[config.mk]
export PLATFORM = sky130hd
export DESIGN_NAME = uart_async
export DESIGN_NICKNAME = d
export VERILOG_FILES = /design/src/common/uart_async_pkg.sv /design/src/rtl/uart_async.sv
export SDC_FILE = /design/constraint.sdc
export NUM_CORES = 1
export LEC_CHECK = 0
export BUFFER_PORTS_ARGS = -buffer_cell sky130_fd_sc_hd__buf_2
export CAP_MARGIN = 20
export CORE_MARGIN = 4
export CORE_UTILIZATION = 30
export CTS_CLUSTER_DIAMETER = 60
export DETAILED_ROUTE_END_ITERATION = 6
export HOLD_SLACK_MARGIN = 0.1
export PLACE_DENSITY = 0.52
export SYNTH_ARGS = -nofsm -noshare
export SYNTH_HDL_FRONTEND = slang
export SYNTH_SLANG_ARGS = --single-unit
[constraint.sdc]
create_clock -name i_core_clk -period 5.3 [get_ports i_core_clk]
set_input_delay 1.06 -clock i_core_clk [delete_from_list [all_inputs] [get_ports i_core_clk]]
set_output_delay 1.06 -clock i_core_clk [all_outputs]
set_load 0.05 [all_outputs]
[src/common/uart_async_pkg.sv]
/*
 * Constants and carrier types for the asynchronous character serial channel.
 * Assumes one core clock and a synchronous active-low reset in every user.
 */
`default_nettype none
package uart_async_pkg;
    // --------------------
    // Mode codes and field sizes
    // --------------------
    localparam logic [2:0] MODE_DATA7   = 3'h4;
    localparam logic [2:0] MODE_DATA8   = 3'h5;
    localparam logic [2:0] MODE_DATA9   = 3'h6;
    localparam int         CHAR_W       = 9;
    localparam logic [8:0] MASK_DATA7   = 9'h07f;
    localparam logic [8:0] MASK_DATA8   = 9'h0ff;
    localparam logic [8:0] MASK_DATA9   = 9'h1ff;
    localparam logic [3:0] BITS_DATA7   = 4'h7;
    localparam logic [3:0] BITS_DATA8   = 4'h8;
    localparam logic [3:0] BITS_DATA9   = 4'h9;
    // --------------------
    // Timing counts and FIFO depth
    // --------------------
    localparam logic [3:0] OVERSAMPLE_LAST = 4'hf;   // 16 sub-ticks per bit
    localparam logic [3:0] START_CENTRE    = 4'h7;   // Start bit re-check point
    localparam logic [4:0] PRESCALE_DIV2   = 5'h01;
    localparam logic [4:0] PRESCALE_DIV8   = 5'h07;
    localparam logic [4:0] PRESCALE_DIV32  = 5'h1f;
    localparam int         FIFO_DEPTH      = 8;
    // --------------------
    // Types
    // --------------------
    typedef enum logic [4:0] {
        SER_IDLE   = 5'h01,
        SER_START  = 5'h02,
        SER_DATA   = 5'h04,
        SER_PARITY = 5'h08,
        SER_STOP   = 5'h10
    } ser_state_e;

    typedef struct packed {
        logic overrun;
        logic framing;
        logic parity;
    } rx_err_s;
endpackage
`default_nettype wire

[src/rtl/uart_async.sv]
/*
 * Asynchronous character mode of a serial channel, with its transmit FIFO.
 * Assumes configuration ports held stable while a character is in flight,
 * pins and the external clock asynchronous to i_core_clk (25 MHz).
 */
// Behaviour
// RQ1: one start bit, 7/8/9 data bits
// RQ2: optional odd/even parity after data
// RQ3: one or two stop bits
// RQ4: internal rate prescaled clock over 16(n+1)
// RQ5: external clock pin over 16(n+1)
// RQ6: send needs enable, data, CTS low
// RQ7: receive needs enable and start bit
// RQ8: transmit interrupt on load or completion
// RQ9: receive interrupt on buffer load
// RQ10: overrun near last stop, no load
// RQ11: missing stop bit flags framing error
// RQ12: parity mismatch flags parity error
// RQ13: error summary ORs all errors
// RQ14: mode field 100/101/110 selects length
// RQ15: data in bits 0-6, 0-7, 0-8
// RQ16: MSB-first only for 8-bit characters
// RQ17: data inversion skips start and stop
// RQ18: pin polarity inverts every level
// RQ19: idle output high, or released
// RQ20: flow control CTS, RTS or off
// RQ21: channel split: RTS own, CTS alternate
// RQ22: separate shift register empty flag
// RQ23: centre sampling, start bit re-check
`default_nettype none

// --------------------
// Transmit data FIFO
// --------------------
module uart_async_fifo #(
    parameter int W = 9,
    parameter int D = 8
) (
    input  wire logic         i_core_clk,
    input  wire logic         i_nrst,
    input  wire logic         i_in_valid,
    output logic              o_in_ready,
    input  wire logic [W-1:0] i_in_data,
    output logic              o_out_valid,
    input  wire logic         i_out_ready,
    output logic [W-1:0]      o_out_data
);
    localparam int AW = $clog2(D);
    logic [W-1:0]  mem [D];
    logic [AW-1:0] wr_q;
    logic [AW-1:0] rd_q;
    logic [AW:0]   cnt_q;
    logic [AW:0]   cnt_d;
    logic          push;
    logic          pop;

    assign push        = i_in_valid & o_in_ready;
    assign pop         = i_out_ready & o_out_valid;
    assign o_out_valid = (cnt_q != '0);
    assign o_out_data  = mem[rd_q];
    assign cnt_d       = cnt_q + {{AW{1'b0}}, push} - {{AW{1'b0}}, pop};

    // Storage write
    always_ff @(posedge i_core_clk) begin
        if (push) begin
            mem[wr_q] <= i_in_data;
        end
    end

    // Pointers, fill level and registered ready
    always_ff @(posedge i_core_clk) begin
        if (!i_nrst) begin
            wr_q       <= '0;
            rd_q       <= '0;
            cnt_q      <= '0;
            o_in_ready <= 1'b0;
        end else begin
            if (push) begin
                wr_q <= (wr_q == AW'(D - 1)) ? '0 : wr_q + 1'b1;
            end
            if (pop) begin
                rd_q <= (rd_q == AW'(D - 1)) ? '0 : rd_q + 1'b1;
            end
            cnt_q      <= cnt_d;
            o_in_ready <= (cnt_d < (AW + 1)'(D));
        end
    end
endmodule

// --------------------
// Channel top
// --------------------
module uart_async
    import uart_async_pkg::*;
(
    input  wire logic         i_core_clk,
    input  wire logic         i_nrst,
    input  wire logic [2:0]   i_serial_mode_field,
    input  wire logic         i_clock_source_select,
    input  wire logic [1:0]   i_divisor_source_select,
    input  wire logic [7:0]   i_bit_rate_divisor,
    input  wire logic         i_stop_bit_count_select,
    input  wire logic         i_parity_enable_bit,
    input  wire logic         i_parity_odd_even_select,
    input  wire logic         i_pin_polarity_invert,
    input  wire logic         i_data_logic_invert,
    input  wire logic         i_bit_order_select,
    input  wire logic         i_open_drain_select,
    input  wire logic         i_flow_control_disable,
    input  wire logic         i_flow_direction_select,
    input  wire logic         i_split_flow_pin_select,
    input  wire logic         i_multi_pin_clock_enable,
    input  wire logic         i_transmit_enable_bit,
    input  wire logic         i_receive_enable_bit,
    input  wire logic         i_tx_interrupt_source_select,
    input  wire logic         i_tx_valid,
    input  wire logic [8:0]   i_tx_data,
    output logic              o_tx_ready,
    input  wire logic         i_rx_read,
    output logic [8:0]        o_receive_buffer,
    output logic              o_receive_complete_flag,
    output logic              o_overrun_flag,
    output logic              o_framing_flag,
    output logic              o_parity_flag,
    output logic              o_error_sum_flag,
    output logic              o_transmit_buffer_empty_flag,
    output logic              o_shift_register_empty_flag,
    output logic              o_tx_irq,
    output logic              o_rx_irq,
    input  wire logic         i_transfer_clock_pin,
    input  wire logic         i_serial_in_pin,
    output logic              o_serial_out_pin,
    output logic              o_serial_out_oe,
    input  wire logic         i_cts_pin,
    input  wire logic         i_alternate_cts_pin,
    output logic              o_rts_pin,
    output logic              o_rts_oe
);
    // --------------------
    // Pin synchronisers
    // --------------------
    logic [1:0] ext_clk_sync_q;
    logic [1:0] rxd_sync_q;
    logic [1:0] cts_sync_q;
    logic [1:0] cts_alt_sync_q;
    logic       ext_clk_prev_q;

    // Two flops on every asynchronous pin
    always_ff @(posedge i_core_clk) begin
        if (!i_nrst) begin
            ext_clk_sync_q <= 2'h0;
            rxd_sync_q     <= 2'h3;
            cts_sync_q     <= 2'h3;
            cts_alt_sync_q <= 2'h3;
            ext_clk_prev_q <= 1'b0;
        end else begin
            ext_clk_sync_q <= {ext_clk_sync_q[0], i_transfer_clock_pin};
            rxd_sync_q     <= {rxd_sync_q[0], i_serial_in_pin};
            cts_sync_q     <= {cts_sync_q[0], i_cts_pin};
            cts_alt_sync_q <= {cts_alt_sync_q[0], i_alternate_cts_pin};
            ext_clk_prev_q <= ext_clk_sync_q[1];
        end
    end

    // --------------------
    // Bit rate generation
    // --------------------
    logic [4:0] pre_cnt_q;
    logic       pre_tick;
    logic       src_tick;
    logic [7:0] brg_q;
    logic       os_tick_q;      // Sixteen-times bit clock enable

    always_comb begin
        unique case (i_divisor_source_select)
            2'h0:    pre_tick = 1'b1;
            2'h1:    pre_tick = ((pre_cnt_q & PRESCALE_DIV2) == PRESCALE_DIV2);
            2'h2:    pre_tick = ((pre_cnt_q & PRESCALE_DIV8) == PRESCALE_DIV8);
            default: pre_tick = (pre_cnt_q == PRESCALE_DIV32);
        endcase
    end

    // External source counts rising edges of the clock pin
    assign src_tick = i_clock_source_select ? (ext_clk_sync_q[1] & ~ext_clk_prev_q) // RQ5
                                            : pre_tick;                              // RQ4

    // Prescaler and divisor: one enable per (n+1) source ticks
    always_ff @(posedge i_core_clk) begin
        if (!i_nrst) begin
            pre_cnt_q <= 5'h00;
            brg_q     <= 8'h00;
            os_tick_q <= 1'b0;
        end else begin
            pre_cnt_q <= pre_cnt_q + 5'h01;
            os_tick_q <= 1'b0;
            if (src_tick) begin
                if (brg_q == 8'h00) begin
                    brg_q     <= i_bit_rate_divisor; // RQ4
                    os_tick_q <= 1'b1;
                end else begin
                    brg_q <= brg_q - 8'h01;
                end
            end
        end
    end

    // --------------------
    // Character format
    // --------------------
    logic       mode_ok;
    logic [3:0] nbits;
    logic [8:0] dmask;
    logic       msb_first;
    logic       cts_fn;
    logic       cts_level;
    logic       rxd;

    always_comb begin
        mode_ok = 1'b1;
        unique case (i_serial_mode_field) // RQ14
            MODE_DATA7: begin
                nbits = BITS_DATA7;
                dmask = MASK_DATA7; // RQ15
            end
            MODE_DATA8: begin
                nbits = BITS_DATA8;
                dmask = MASK_DATA8;
            end
            MODE_DATA9: begin
                nbits = BITS_DATA9;
                dmask = MASK_DATA9;
            end
            default: begin
                mode_ok = 1'b0;
                nbits   = BITS_DATA8;
                dmask   = MASK_DATA8;
            end
        endcase
    end

    assign msb_first = i_bit_order_select & (i_serial_mode_field == MODE_DATA8); // RQ16
    assign cts_fn    = ~i_flow_control_disable & ~i_flow_direction_select;       // RQ20
    assign cts_level = (i_split_flow_pin_select & ~i_multi_pin_clock_enable)     // RQ21
                       ? cts_alt_sync_q[1] : cts_sync_q[1];
    assign rxd       = rxd_sync_q[1] ^ i_pin_polarity_invert;                    // RQ18

    // Bit position for the current data bit
    function automatic logic [3:0] bit_pos(input logic [3:0] cnt, input logic msb, input logic [3:0] n);
        bit_pos = msb ? (n - 4'h1 - cnt) : cnt;
    endfunction

    // --------------------
    // Transmitter
    // --------------------
    ser_state_e tx_state_q;
    logic [3:0] tx_sub_q;
    logic [3:0] tx_cnt_q;
    logic [8:0] tx_sh_q;
    logic       tx_par_q;
    logic       tx_stop2_q;
    logic       tx_level;
    logic       fifo_valid;
    logic [8:0] fifo_data;
    logic       fifo_pop;

    uart_async_fifo #(
        .W (CHAR_W),
        .D (FIFO_DEPTH)
    ) u_tx_fifo (
        .i_core_clk  (i_core_clk),
        .i_nrst      (i_nrst),
        .i_in_valid  (i_tx_valid),
        .o_in_ready  (o_tx_ready),
        .i_in_data   (i_tx_data),
        .o_out_valid (fifo_valid),
        .i_out_ready (fifo_pop),
        .o_out_data  (fifo_data)
    );

    // Start condition: enabled, data buffered, CTS low when selected
    assign fifo_pop = os_tick_q & mode_ok & (tx_state_q == SER_IDLE) & i_transmit_enable_bit
                      & fifo_valid & ~(cts_fn & cts_level); // RQ6

    // Transmit sequencer
    always_ff @(posedge i_core_clk) begin
        if (!i_nrst) begin
            tx_state_q <= SER_IDLE;
            tx_sub_q   <= 4'h0;
            tx_cnt_q   <= 4'h0;
            tx_sh_q    <= 9'h000;
            tx_par_q   <= 1'b0;
            tx_stop2_q <= 1'b0;
            o_tx_irq   <= 1'b0;
        end else begin
            o_tx_irq <= 1'b0;
            if (!mode_ok) begin
                tx_state_q <= SER_IDLE;
            end else if (fifo_pop) begin
                tx_sh_q    <= (fifo_data ^ {9{i_data_logic_invert}}) & dmask; // RQ17
                tx_par_q   <= ^((fifo_data ^ {9{i_data_logic_invert}}) & dmask)
                              ^ i_parity_odd_even_select; // RQ2
                tx_stop2_q <= i_stop_bit_count_select;
                tx_state_q <= SER_START; // RQ1
                tx_sub_q   <= 4'h0;
                tx_cnt_q   <= 4'h0;
                o_tx_irq   <= ~i_tx_interrupt_source_select; // RQ8
            end else if (os_tick_q && tx_state_q != SER_IDLE) begin
                tx_sub_q <= tx_sub_q + 4'h1;
                if (tx_sub_q == OVERSAMPLE_LAST) begin
                    unique case (tx_state_q)
                        SER_START: tx_state_q <= SER_DATA;
                        SER_DATA: begin
                            tx_cnt_q <= tx_cnt_q + 4'h1;
                            if (tx_cnt_q == nbits - 4'h1) begin
                                tx_state_q <= i_parity_enable_bit ? SER_PARITY : SER_STOP;
                            end
                        end
                        SER_PARITY: tx_state_q <= SER_STOP;
                        SER_STOP: begin
                            if (tx_stop2_q) begin
                                tx_stop2_q <= 1'b0; // RQ3
                            end else begin
                                tx_state_q <= SER_IDLE;
                                o_tx_irq   <= i_tx_interrupt_source_select; // RQ8
                            end
                        end
                        default: tx_state_q <= SER_IDLE;
                    endcase
                end
            end
        end
    end

    always_comb begin
        unique case (tx_state_q)
            SER_START:  tx_level = 1'b0;
            SER_DATA:   tx_level = tx_sh_q[bit_pos(tx_cnt_q, msb_first, nbits)];
            SER_PARITY: tx_level = ~tx_par_q; // Select low flips the even sum; select high sends the even sum
            default:    tx_level = 1'b1;
        endcase
    end

    // Pin drive; open drain only pulls low
    always_ff @(posedge i_core_clk) begin
        if (!i_nrst) begin
            o_serial_out_pin             <= 1'b1;
            o_serial_out_oe              <= 1'b0;
            o_transmit_buffer_empty_flag <= 1'b1;
            o_shift_register_empty_flag  <= 1'b1;
        end else begin
            o_serial_out_pin             <= tx_level ^ i_pin_polarity_invert; // RQ18
            o_serial_out_oe              <= mode_ok &
                (~i_open_drain_select | ~(tx_level ^ i_pin_polarity_invert)); // RQ19
            o_transmit_buffer_empty_flag <= ~fifo_valid;
            o_shift_register_empty_flag  <= (tx_state_q == SER_IDLE); // RQ22
        end
    end

    // --------------------
    // Receiver
    // --------------------
    ser_state_e rx_state_q;
    logic [3:0] rx_sub_q;
    logic [3:0] rx_cnt_q;
    logic [8:0] rx_sh_q;
    logic       rx_par_q;
    logic       rx_stop2_q;
    logic       rx_fe_q;
    logic       rx_ovr_q;
    logic       rx_load_q;
    logic       rx_err_pulse_q;
    rx_err_s    rx_err_q;
    logic       rx_sample;

    assign rx_sample = os_tick_q & (rx_sub_q == OVERSAMPLE_LAST);

    // Receive sequencer, samples at bit centre
    always_ff @(posedge i_core_clk) begin
        if (!i_nrst) begin
            rx_state_q     <= SER_IDLE;
            rx_sub_q       <= 4'h0;
            rx_cnt_q       <= 4'h0;
            rx_sh_q        <= 9'h000;
            rx_par_q       <= 1'b0;
            rx_stop2_q     <= 1'b0;
            rx_fe_q        <= 1'b0;
            rx_ovr_q       <= 1'b0;
            rx_load_q      <= 1'b0;
            rx_err_pulse_q <= 1'b0;
            rx_err_q       <= '0;
        end else begin
            rx_load_q      <= 1'b0;
            rx_err_pulse_q <= 1'b0;
            if (!mode_ok || !i_receive_enable_bit) begin
                rx_state_q <= SER_IDLE;
            end else if (os_tick_q) begin
                rx_sub_q <= rx_sub_q + 4'h1;
                unique case (rx_state_q)
                    SER_IDLE: begin
                        if (!rxd) begin
                            rx_state_q <= SER_START; // RQ7
                            rx_sub_q   <= 4'h0;
                        end
                    end
                    SER_START: begin
                        if (rx_sub_q == START_CENTRE) begin
                            rx_sub_q   <= 4'h0;
                            rx_cnt_q   <= 4'h0;
                            rx_sh_q    <= 9'h000;
                            rx_par_q   <= i_parity_odd_even_select;
                            rx_stop2_q <= i_stop_bit_count_select;
                            rx_fe_q    <= 1'b0;
                            rx_ovr_q   <= 1'b0;
                            rx_state_q <= rxd ? SER_IDLE : SER_DATA; // RQ23
                        end
                    end
                    SER_DATA: begin
                        if (rx_sample) begin
                            rx_sh_q[bit_pos(rx_cnt_q, msb_first, nbits)] <= rxd; // RQ16
                            rx_par_q <= rx_par_q ^ rxd;
                            rx_cnt_q <= rx_cnt_q + 4'h1;
                            if (rx_cnt_q == nbits - 4'h1) begin
                                rx_state_q <= i_parity_enable_bit ? SER_PARITY : SER_STOP;
                                if (!i_parity_enable_bit && !rx_stop2_q) begin
                                    rx_ovr_q <= o_receive_complete_flag; // RQ10
                                end
                            end
                        end
                    end
                    SER_PARITY: begin
                        if (rx_sample) begin
                            rx_par_q   <= rx_par_q ^ rxd ^ 1'b1; // RQ12
                            rx_state_q <= SER_STOP;
                            if (!rx_stop2_q) begin
                                rx_ovr_q <= o_receive_complete_flag; // RQ10
                            end
                        end
                    end
                    SER_STOP: begin
                        if (rx_sample) begin
                            rx_fe_q <= rx_fe_q | ~rxd; // RQ11
                            if (rx_stop2_q) begin
                                rx_stop2_q <= 1'b0;
                                rx_ovr_q   <= o_receive_complete_flag; // RQ10
                            end else begin
                                rx_state_q      <= SER_IDLE;
                                rx_load_q       <= ~rx_ovr_q; // RQ10
                                rx_err_pulse_q  <= 1'b1;
                                rx_err_q.overrun <= rx_ovr_q;
                                rx_err_q.framing <= rx_fe_q | ~rxd;
                                rx_err_q.parity  <= i_parity_enable_bit & rx_par_q;
                            end
                        end
                    end
                    default: rx_state_q <= SER_IDLE;
                endcase
            end
        end
    end

    // Receive buffer, completion flag and interrupt
    always_ff @(posedge i_core_clk) begin
        if (!i_nrst) begin
            o_receive_buffer        <= 9'h000;
            o_receive_complete_flag <= 1'b0;
            o_rx_irq                <= 1'b0;
        end else begin
            o_rx_irq <= rx_load_q; // RQ9
            if (rx_load_q) begin
                o_receive_buffer        <= (rx_sh_q ^ {9{i_data_logic_invert}}) & dmask; // RQ17
                o_receive_complete_flag <= 1'b1; // Set beats read clear
            end else if (i_rx_read) begin
                o_receive_complete_flag <= 1'b0;
            end
        end
    end

    // Error flags: set at character end, cleared by a buffer read
    always_ff @(posedge i_core_clk) begin
        if (!i_nrst) begin
            o_overrun_flag   <= 1'b0;
            o_framing_flag   <= 1'b0;
            o_parity_flag    <= 1'b0;
            o_error_sum_flag <= 1'b0;
        end else begin
            o_overrun_flag   <= (rx_err_pulse_q & rx_err_q.overrun) | (o_overrun_flag & ~i_rx_read);
            o_framing_flag   <= (rx_err_pulse_q & rx_err_q.framing) | (o_framing_flag & ~i_rx_read);
            o_parity_flag    <= (rx_err_pulse_q & rx_err_q.parity) | (o_parity_flag & ~i_rx_read);
            o_error_sum_flag <= (rx_err_pulse_q & (|rx_err_q)) | (o_error_sum_flag & ~i_rx_read); // RQ13
        end
    end

    // --------------------
    // Request-to-send output
    // --------------------
    // Low while ready to take a character; released when flow is off
    always_ff @(posedge i_core_clk) begin
        if (!i_nrst) begin
            o_rts_pin <= 1'b1;
            o_rts_oe  <= 1'b0;
        end else begin
            o_rts_pin <= ~(i_receive_enable_bit & ~o_receive_complete_flag);
            o_rts_oe  <= ~i_flow_control_disable & i_flow_direction_select; // RQ20
        end
    end
endmodule
`default_nettype wire

==> Yosys cells after proc, flatten, opt, wreduce, memory -nomap -nowiden <==
Memories as Yosys holds them, arrays and structs flattened. A register that Yosys moved wholly into a read port is not among the register bits.
Cells that the tools add are included.
{ "totals": {"regBits": 111, "ramBits": 72, "inputBits": 45, "output_inout_bits": 23, "elab_cells": 290, "mem_count": 1} }
{ "op_classes": {"addsub": 13, "order_cmp": 4, "eq_ne": 39, "mux": 83, "bitwise_logic": 62, "n_reduce_logical": 42} }
{ "mem_list": {"columns": ["memory", "words", "word_bits", "read_ports", "rd_clocked_by_memory_dff", "write_ports", "line_no", "source"], "rows": [
  ["u_tx_fifo.mem", 8, 9, 1, 1, 1, "uart_async.sv:49", "logic [W-1:0] mem [D];"]
]} }
{ "op_table": {"columns": ["op", "n"], "rows": [
  ["$mux W5", 10],
  ["$mux W4", 12],
  ["$pmux W9 S2", 2],
  ["$mux W1", 34],
  ["$and A1 B1 Y1", 25],
  ["$pmux W5 S5", 1],
  ["$ne A2 B2 Y1 const B", 12],
  ["$pmux W4 S2", 3],
  ["$not A1 Y1", 23],
  ["$pmux W5 S4", 1],
  ["$and A9 B9 Y9", 2],
  ["$eq A3 B3 Y1 const B", 6],
  ["$mux W9", 2],
  ["$xor A9 B9 Y9", 2],
  ["$add A4 B1 Y4 const B", 4],
  ["$reduce_and A4 Y1", 4],
  ["$eq A5 B5 Y1 const B", 3],
  ["$mux W3", 5],
  ["$reduce_and A5 Y1", 3],
  ["$reduce_bool A2 Y1", 7],
  ["$reduce_and A11 Y1", 1],
  ["$eq A5 B1 Y1 const B", 2],
  ["$eq A5 B2 Y1 const B", 2],
  ["$eq A5 B3 Y1 const B", 2],
  ["other kinds (43)", 75]
]} }

==> Longest topological paths before layout <==
{ "logic_depth": {"ltp_word": 12, "mapped_depth": 12, "ltp_nobuf": 12} }

==> Modules after synthesis <==
Synthesis repeated with hierarchy kept, for this count alone.
{ "hier_totals": {"cells_unflattened": 816, "area_unflattened_um2": 9029.9} }
{ "by_module_without_submodules": {"columns": ["mod", "n_inst", "cells_per_inst", "area_each_um2", "seq_area_each_um2"], "rows": [
  ["uart_async", 1, 637, 5552.8, 2001.9],
  ["uart_async_fifo", 1, 179, 3477.1, 2442.3]
]} }

==> Worst setup path before layout <==
No wires, ideal clock.
{ "synth_timing": {"path_kind": "input to register", "start": "input i_serial_mode_field[2]", "end": "register o_serial_out_oe", "setup_time_ns": 0.115, "arrival_ns": 3.480, "t_required_ns": 5.185, "slack_ns": 1.706, "path_stages": 11, "path_buffers": 0, "path_cell_list": "nor2b_1 > nand2_1 > ha_1 > nor2b_1 > o21a_1 > or2_2 > o41a_1 > or2_2 > o311ai_1 > xnor2_1 > o21a_1"} }
{ "synth_via": {"elab_chain_len": 12, "word_cells_on_any_way": 17, "classes_between": "add/sub: 2; eq/ne: 3; mux: 6; bitwise: 5; reduce/logical: 1"} }
{ "synth_lines": {"columns": ["element", "line_no", "source"], "rows": [
  ["start, declared", "uart_async.sv:98", "input wire logic [2:0] i_serial_mode_field,"],
  ["$eq A3 B3 Y1", "uart_async.sv:220", "unique case (i_serial_mode_field)"],
  ["$pmux W4 S2", "uart_async.sv:220", null],
  ["$sub A4 B1 Y4", "uart_async.sv:249", "bit_pos = msb ? (n - 4'h1 - cnt) : cnt;"],
  ["$sub A4 B4 Y4", "uart_async.sv:249", null],
  ["$mux W4", "uart_async.sv:249", null],
  ["$bmux W1 S4", "uart_async.sv:337", "SER_DATA: tx_level = tx_sh_q[bit_pos(tx_cnt_q, msb_first, nbits)];"],
  ["$mux W1 (not written as such)", "uart_async.sv:337", null],
  ["$pmux W1 S3", "uart_async.sv:335", "unique case (tx_state_q)"],
  ["$xor A1 B1 Y1", "uart_async.sv:353", "(~i_open_drain_select | ~(tx_level ^ i_pin_polarity_invert));"],
  ["$not A1 Y1", "uart_async.sv:353", null],
  ["$or A1 B1 Y1", "uart_async.sv:353", null],
  ["$and A1 B1 Y1 *", "uart_async.sv:352", "o_serial_out_oe <= mode_ok &"],
  ["end signal, assigned", "uart_async.sv:352", null],
  ["end, declared", "uart_async.sv:133", "output logic o_serial_out_oe,"]
]} }
Every way passes the cells marked *; elsewhere a longest branch is shown, timed or not. The select of a mux whose other input is x is not followed.
A chain may end at the register's enable or synchronous reset.

==> Worst setup path after layout <==
{ "layout_timing": {"start": "input i_serial_mode_field[2]", "end": "register rx_sh_q[6]"} }
{ "layout_via": {"elab_chain_len": 12, "word_cells_on_any_way": 22, "classes_between": "add/sub: 2; order compare: 2; eq/ne: 3; mux: 8; bitwise: 2; reduce/logical: 5"} }
{ "layout_lines": {"columns": ["element", "line_no", "source"], "rows": [
  ["$eq A3 B3 Y1", "uart_async.sv:220", null],
  ["$pmux W4 S2", "uart_async.sv:220", null],
  ["$sub A4 B1 Y4", "uart_async.sv:249", null],
  ["$sub A4 B4 Y4", "uart_async.sv:249", null],
  ["$mux W4", "uart_async.sv:249", null],
  ["$lt A4 B5 Y1 (not written as such) / $ge A4 B1 Y1 (equally long branches)", "uart_async.sv:419", "rx_sh_q[bit_pos(rx_cnt_q, msb_first, nbits)] <= rxd;"],
  ["$logic_and A1 B1 Y1 (not written as such)", "uart_async.sv:419", null],
  ["$mux W1 (not written as such)", "uart_async.sv:419", null],
  ["$demux W1 S4", "uart_async.sv:419", null],
  ["$bwmux W9", "uart_async.sv:419", null],
  ["$mux W9", "uart_async.sv:418", "if (rx_sample) begin"],
  ["$pmux W9 S2", "uart_async.sv:398", "unique case (rx_state_q)"],
  ["end signal, assigned by index", "uart_async.sv:419", null],
  ["end, declared", "uart_async.sv:365", "logic [8:0] rx_sh_q;"]
]} }
Parallel ways exist; a longest one is shown, timed or not. The select of a mux whose other input is x is not followed.

==> flow_summary.toml <==
[min_path]
min_path_type = "flip-flop to flip-flop"

[cells_and_area]
antenna_cells = 0
nFillCells = 2832
final_cells = 1248
final_layout_size_suffix_gt1_share_pct = 15.63
syn2layout_area_growth_pct = 16.16
area.sequential_mm2 = 0.004444
fin_area_mm2 = 0.01005
multi_input_area_mm2 = 0.003988
layout.nets = 928

[clock_network]
clk_latency_ps = 450
clock-sinks = 186
cts_tree = "yes"
clockRootBuffer = "clkbuf_16"
cts_made_buffers = 17
cts.clk_slew.worst_paths_ps = 90
cts_setup_buffers = 0
hold_buffers = 0
cts_resized = 0
cts_max_level = 4
clock_path_buffers = 2

[timing]
period_share_pct = 71.23
fin_crit_ps = 3775
tightestPinTransition_ps = 1064
setup_slack_ps = 1525
fmax_ghz = 0.2649
slew_violations = 0
hold_viol_final = 0
tns_ps = 0
slew_headroom_pct = 28.82
clock_skew_ps = 35.08
rsz0062_at_grt = "no"
setup_viol = 0

[placed_design]
dp_slack_ps = 1151
placed_cells = 1215
dpl.hpwl_um = 13280
place_congestion = 0.8336
numPortBuffers = 67
placed_cell_area_mm2 = 0.009398

[global_routing]
antenna_found_initial = 2
grt_util_all_layers_pct = 12.40
grt_max_degree = 63
overflow = 0
grt_first_pass_wirelength_um = 30780
grt_pass1_vias = 5586

[power_and_ir_drop]
p_leak_nw = 3.597
pwr-share-clk_pct = 41.9
swShare_pct = 28.99
p_sw_uw = 964.6
pwr-share-comb_pct = 11.1
max-vdd-ir-drop_mv = 0.1749
powerDensity_mw_per_mm2 = 330.9
internal_power_mw = 2.362
power.share.sequential_pct = 47.0

[die]
fp.dieW_um = 177.9
start_util_pct = 30.82
die_h_um = 177.9
io_pins = 68
num_rows = 61
die_area_mm2 = 0.03163
core_area_mm2 = 0.02809

[synthesis]
synth_flop_cell = "dfxtp_1"
ys_types = 61
syn_nets = 870
yosys_warnings = 0
synthArstFlopShare_pct = 0
netlist_instances = 799
synth_edf_count = 72
ys_ff_latch = 186
netlist_area_mm2 = 0.008656
yosysSeqAreaShare_pct = 51.34
avgSynthCellArea_um2 = 10.83

[job]
cap_violations = 0

[detailed_routing]
drc = 0
drt_pass1_iterations = 5
vias = 5904
routed_wl_um = 19000
drtAntennaViolNets = 0
vias_per_cell = 4.731
drt-wirelength-per-cell_um = 15.23
drt_iter0_drc = 412

[critical_path]
cpPeakStageDelay_ps = 760
cp-end-kind = "flip-flop"
path_buf_inv = 1
path_class = "input port to flip-flop"
path_common_cell = "nor2b_1"
crit_family = "compound AO/OA/AOI/OAI gates"
cp.required_ps = 5650
crit_slowest_cell = "a2111oi_0"
cp_max_fo = 8
start_kind = "input port"
cp.arrival_ps = 4130
worstPathCellList = "buf_2 > nor2b_1 > nand2_1 > ha_1 > nor2b_1 > o21ai_0 > a2111oi_0 > a22oi_1 > o22a_1 > or3_1 > a21boi_0"

[run_status]
status = "finished, final reports clean"
==> cell usage in the layout, fill, tap and decap left out, drive strengths merged, types with 22 or more instances in the layout <==
master,Yosys,final
nor2,52,52
dfxtp,114,114
mux2i,34,34
xnor2,40,40
ha,23,23
o21ai,29,29
edfxtp,72,72
inv,34,48
nand2,75,75
a21oi,23,23
buf,9,72
nor3,22,22
a21boi,33,33
==> per-stage QoR <==
stage	util, %	power, mW	hold slack (ps)
after detailed placement	33.46	1.972	401.0
after floorplan	-	1.859	386.3
after global placement	33.46	1.973	388.6
after CTS	35.76	3.373	427.8
final	35.80	3.327	421.4
after global routing	35.80	3.487	454.6
==> cells by family after synthesis <==
group	synth area share (%)
XOR/XNOR	4.857
multiplexers	9.266
AND/OR/NAND/NOR	16.36
flip-flops	51.34
buffers and inverters	3.064
AO/OA/AOI/OAI	11.09
adder cells (fa/ha/maj)	4.019
==> metal layers <==
metal,vias up,global-route usage [%],part of all wire [%]
met3,16,3.068,4.0
met2,102,18.27,44
met1,2780,18.20,51
met5,-,0,0.18
met4,4,3.223,0.83
li1,3002,-,-
==> power groups by stage <==
| stage | registers [mW] | clock network (mW) | logic, mW |
|---|---|---|---|
| global route | 1.57 | 1.50 | 0.415 |
| detailed placement | 1.60 | 0 | 0.374 |
| global placement | 1.60 | 0 | 0.376 |
| finish | 1.56 | 1.39 | 0.370 |
| CTS | 1.56 | 1.43 | 0.376 |
| floorplan | 1.62 | 0 | 0.243 |
==> synthesized netlist by cell type, types with 6 or more instances <==
cell | n | area, um^2
a21boi_0 | 32 | 240.2
a21oi_1 | 23 | 115.1
a31oi_1 | 10 | 62.56
and2_1 | 19 | 118.9
clkbuf_1 | 24 | 90.09
dfxtp_1 | 114 | 2282
edfxtp_1 | 72 | 2162
ha_1 | 23 | 287.8
inv_1 | 33 | 123.9
mux2i_1 | 30 | 300.3
mux4_1 | 8 | 210.2
mux4_2 | 10 | 225.2
nand2_1 | 75 | 281.5
nand2b_1 | 15 | 93.84
nand3_1 | 17 | 85.08
nand4_1 | 6 | 37.54
nor2_1 | 52 | 195.2
nor2b_1 | 21 | 131.4
nor3_1 | 21 | 105.1
nor4_1 | 9 | 56.30
o211a_1 | 10 | 100.1
o211ai_1 | 9 | 67.56
o21ai_0 | 29 | 145.1
or3_1 | 12 | 75.07
or4_1 | 6 | 45.04
xnor2_1 | 40 | 350.3
xor2_1 | 8 | 70.07
==> flip-flops by register name, indices dropped and copies added, names as in the netlist, 3 cells and up, named ones only <==
| name | cells |
|---|---|
| rx_sh_q | 9 |
| tx_state_q | 5 |
| rx_sub_q | 4 |
| tx_cnt_q | 4 |
| u_tx_fifo.mem | 72 |
| u_tx_fifo.wr_q | 3 |
| o_receive_buffer | 9 |
| tx_sub_q | 4 |
| rx_err_q | 3 |
| tx_sh_q | 9 |
| rx_cnt_q | 4 |
| brg_q | 8 |
| pre_cnt_q | 5 |
| rx_state_q | 5 |
| u_tx_fifo.rd_q | 3 |
| u_tx_fifo.cnt_q | 4 |
==> layout make-up <==
type / count / area share, %
flip-flops and latches: 186 / 44.20
clock buffers: 17 / 4.231
repair buffers: 72 / 3.746
inverters: 34 / 1.269
clock inverters: 15 / 2.190
well taps: 378 / 4.704
multi-input cells: 546 / 39.66
==> final timing paths <==
check	startpoint	endpoint	slack, ps	depth (start not counted)
worst min-delay path	cts_sync_q[0]	cts_sync_q[1]	420	1
worst max-delay path	i_serial_mode_field[2]	rx_sh_q[6]	1520	11
worst min register to register	cts_sync_q[0]	cts_sync_q[1]	420	1
worst max register to register	tx_state_q[2]	u_tx_fifo.cnt_q[2]	2240	9
(Power assumes the default switching activity.)
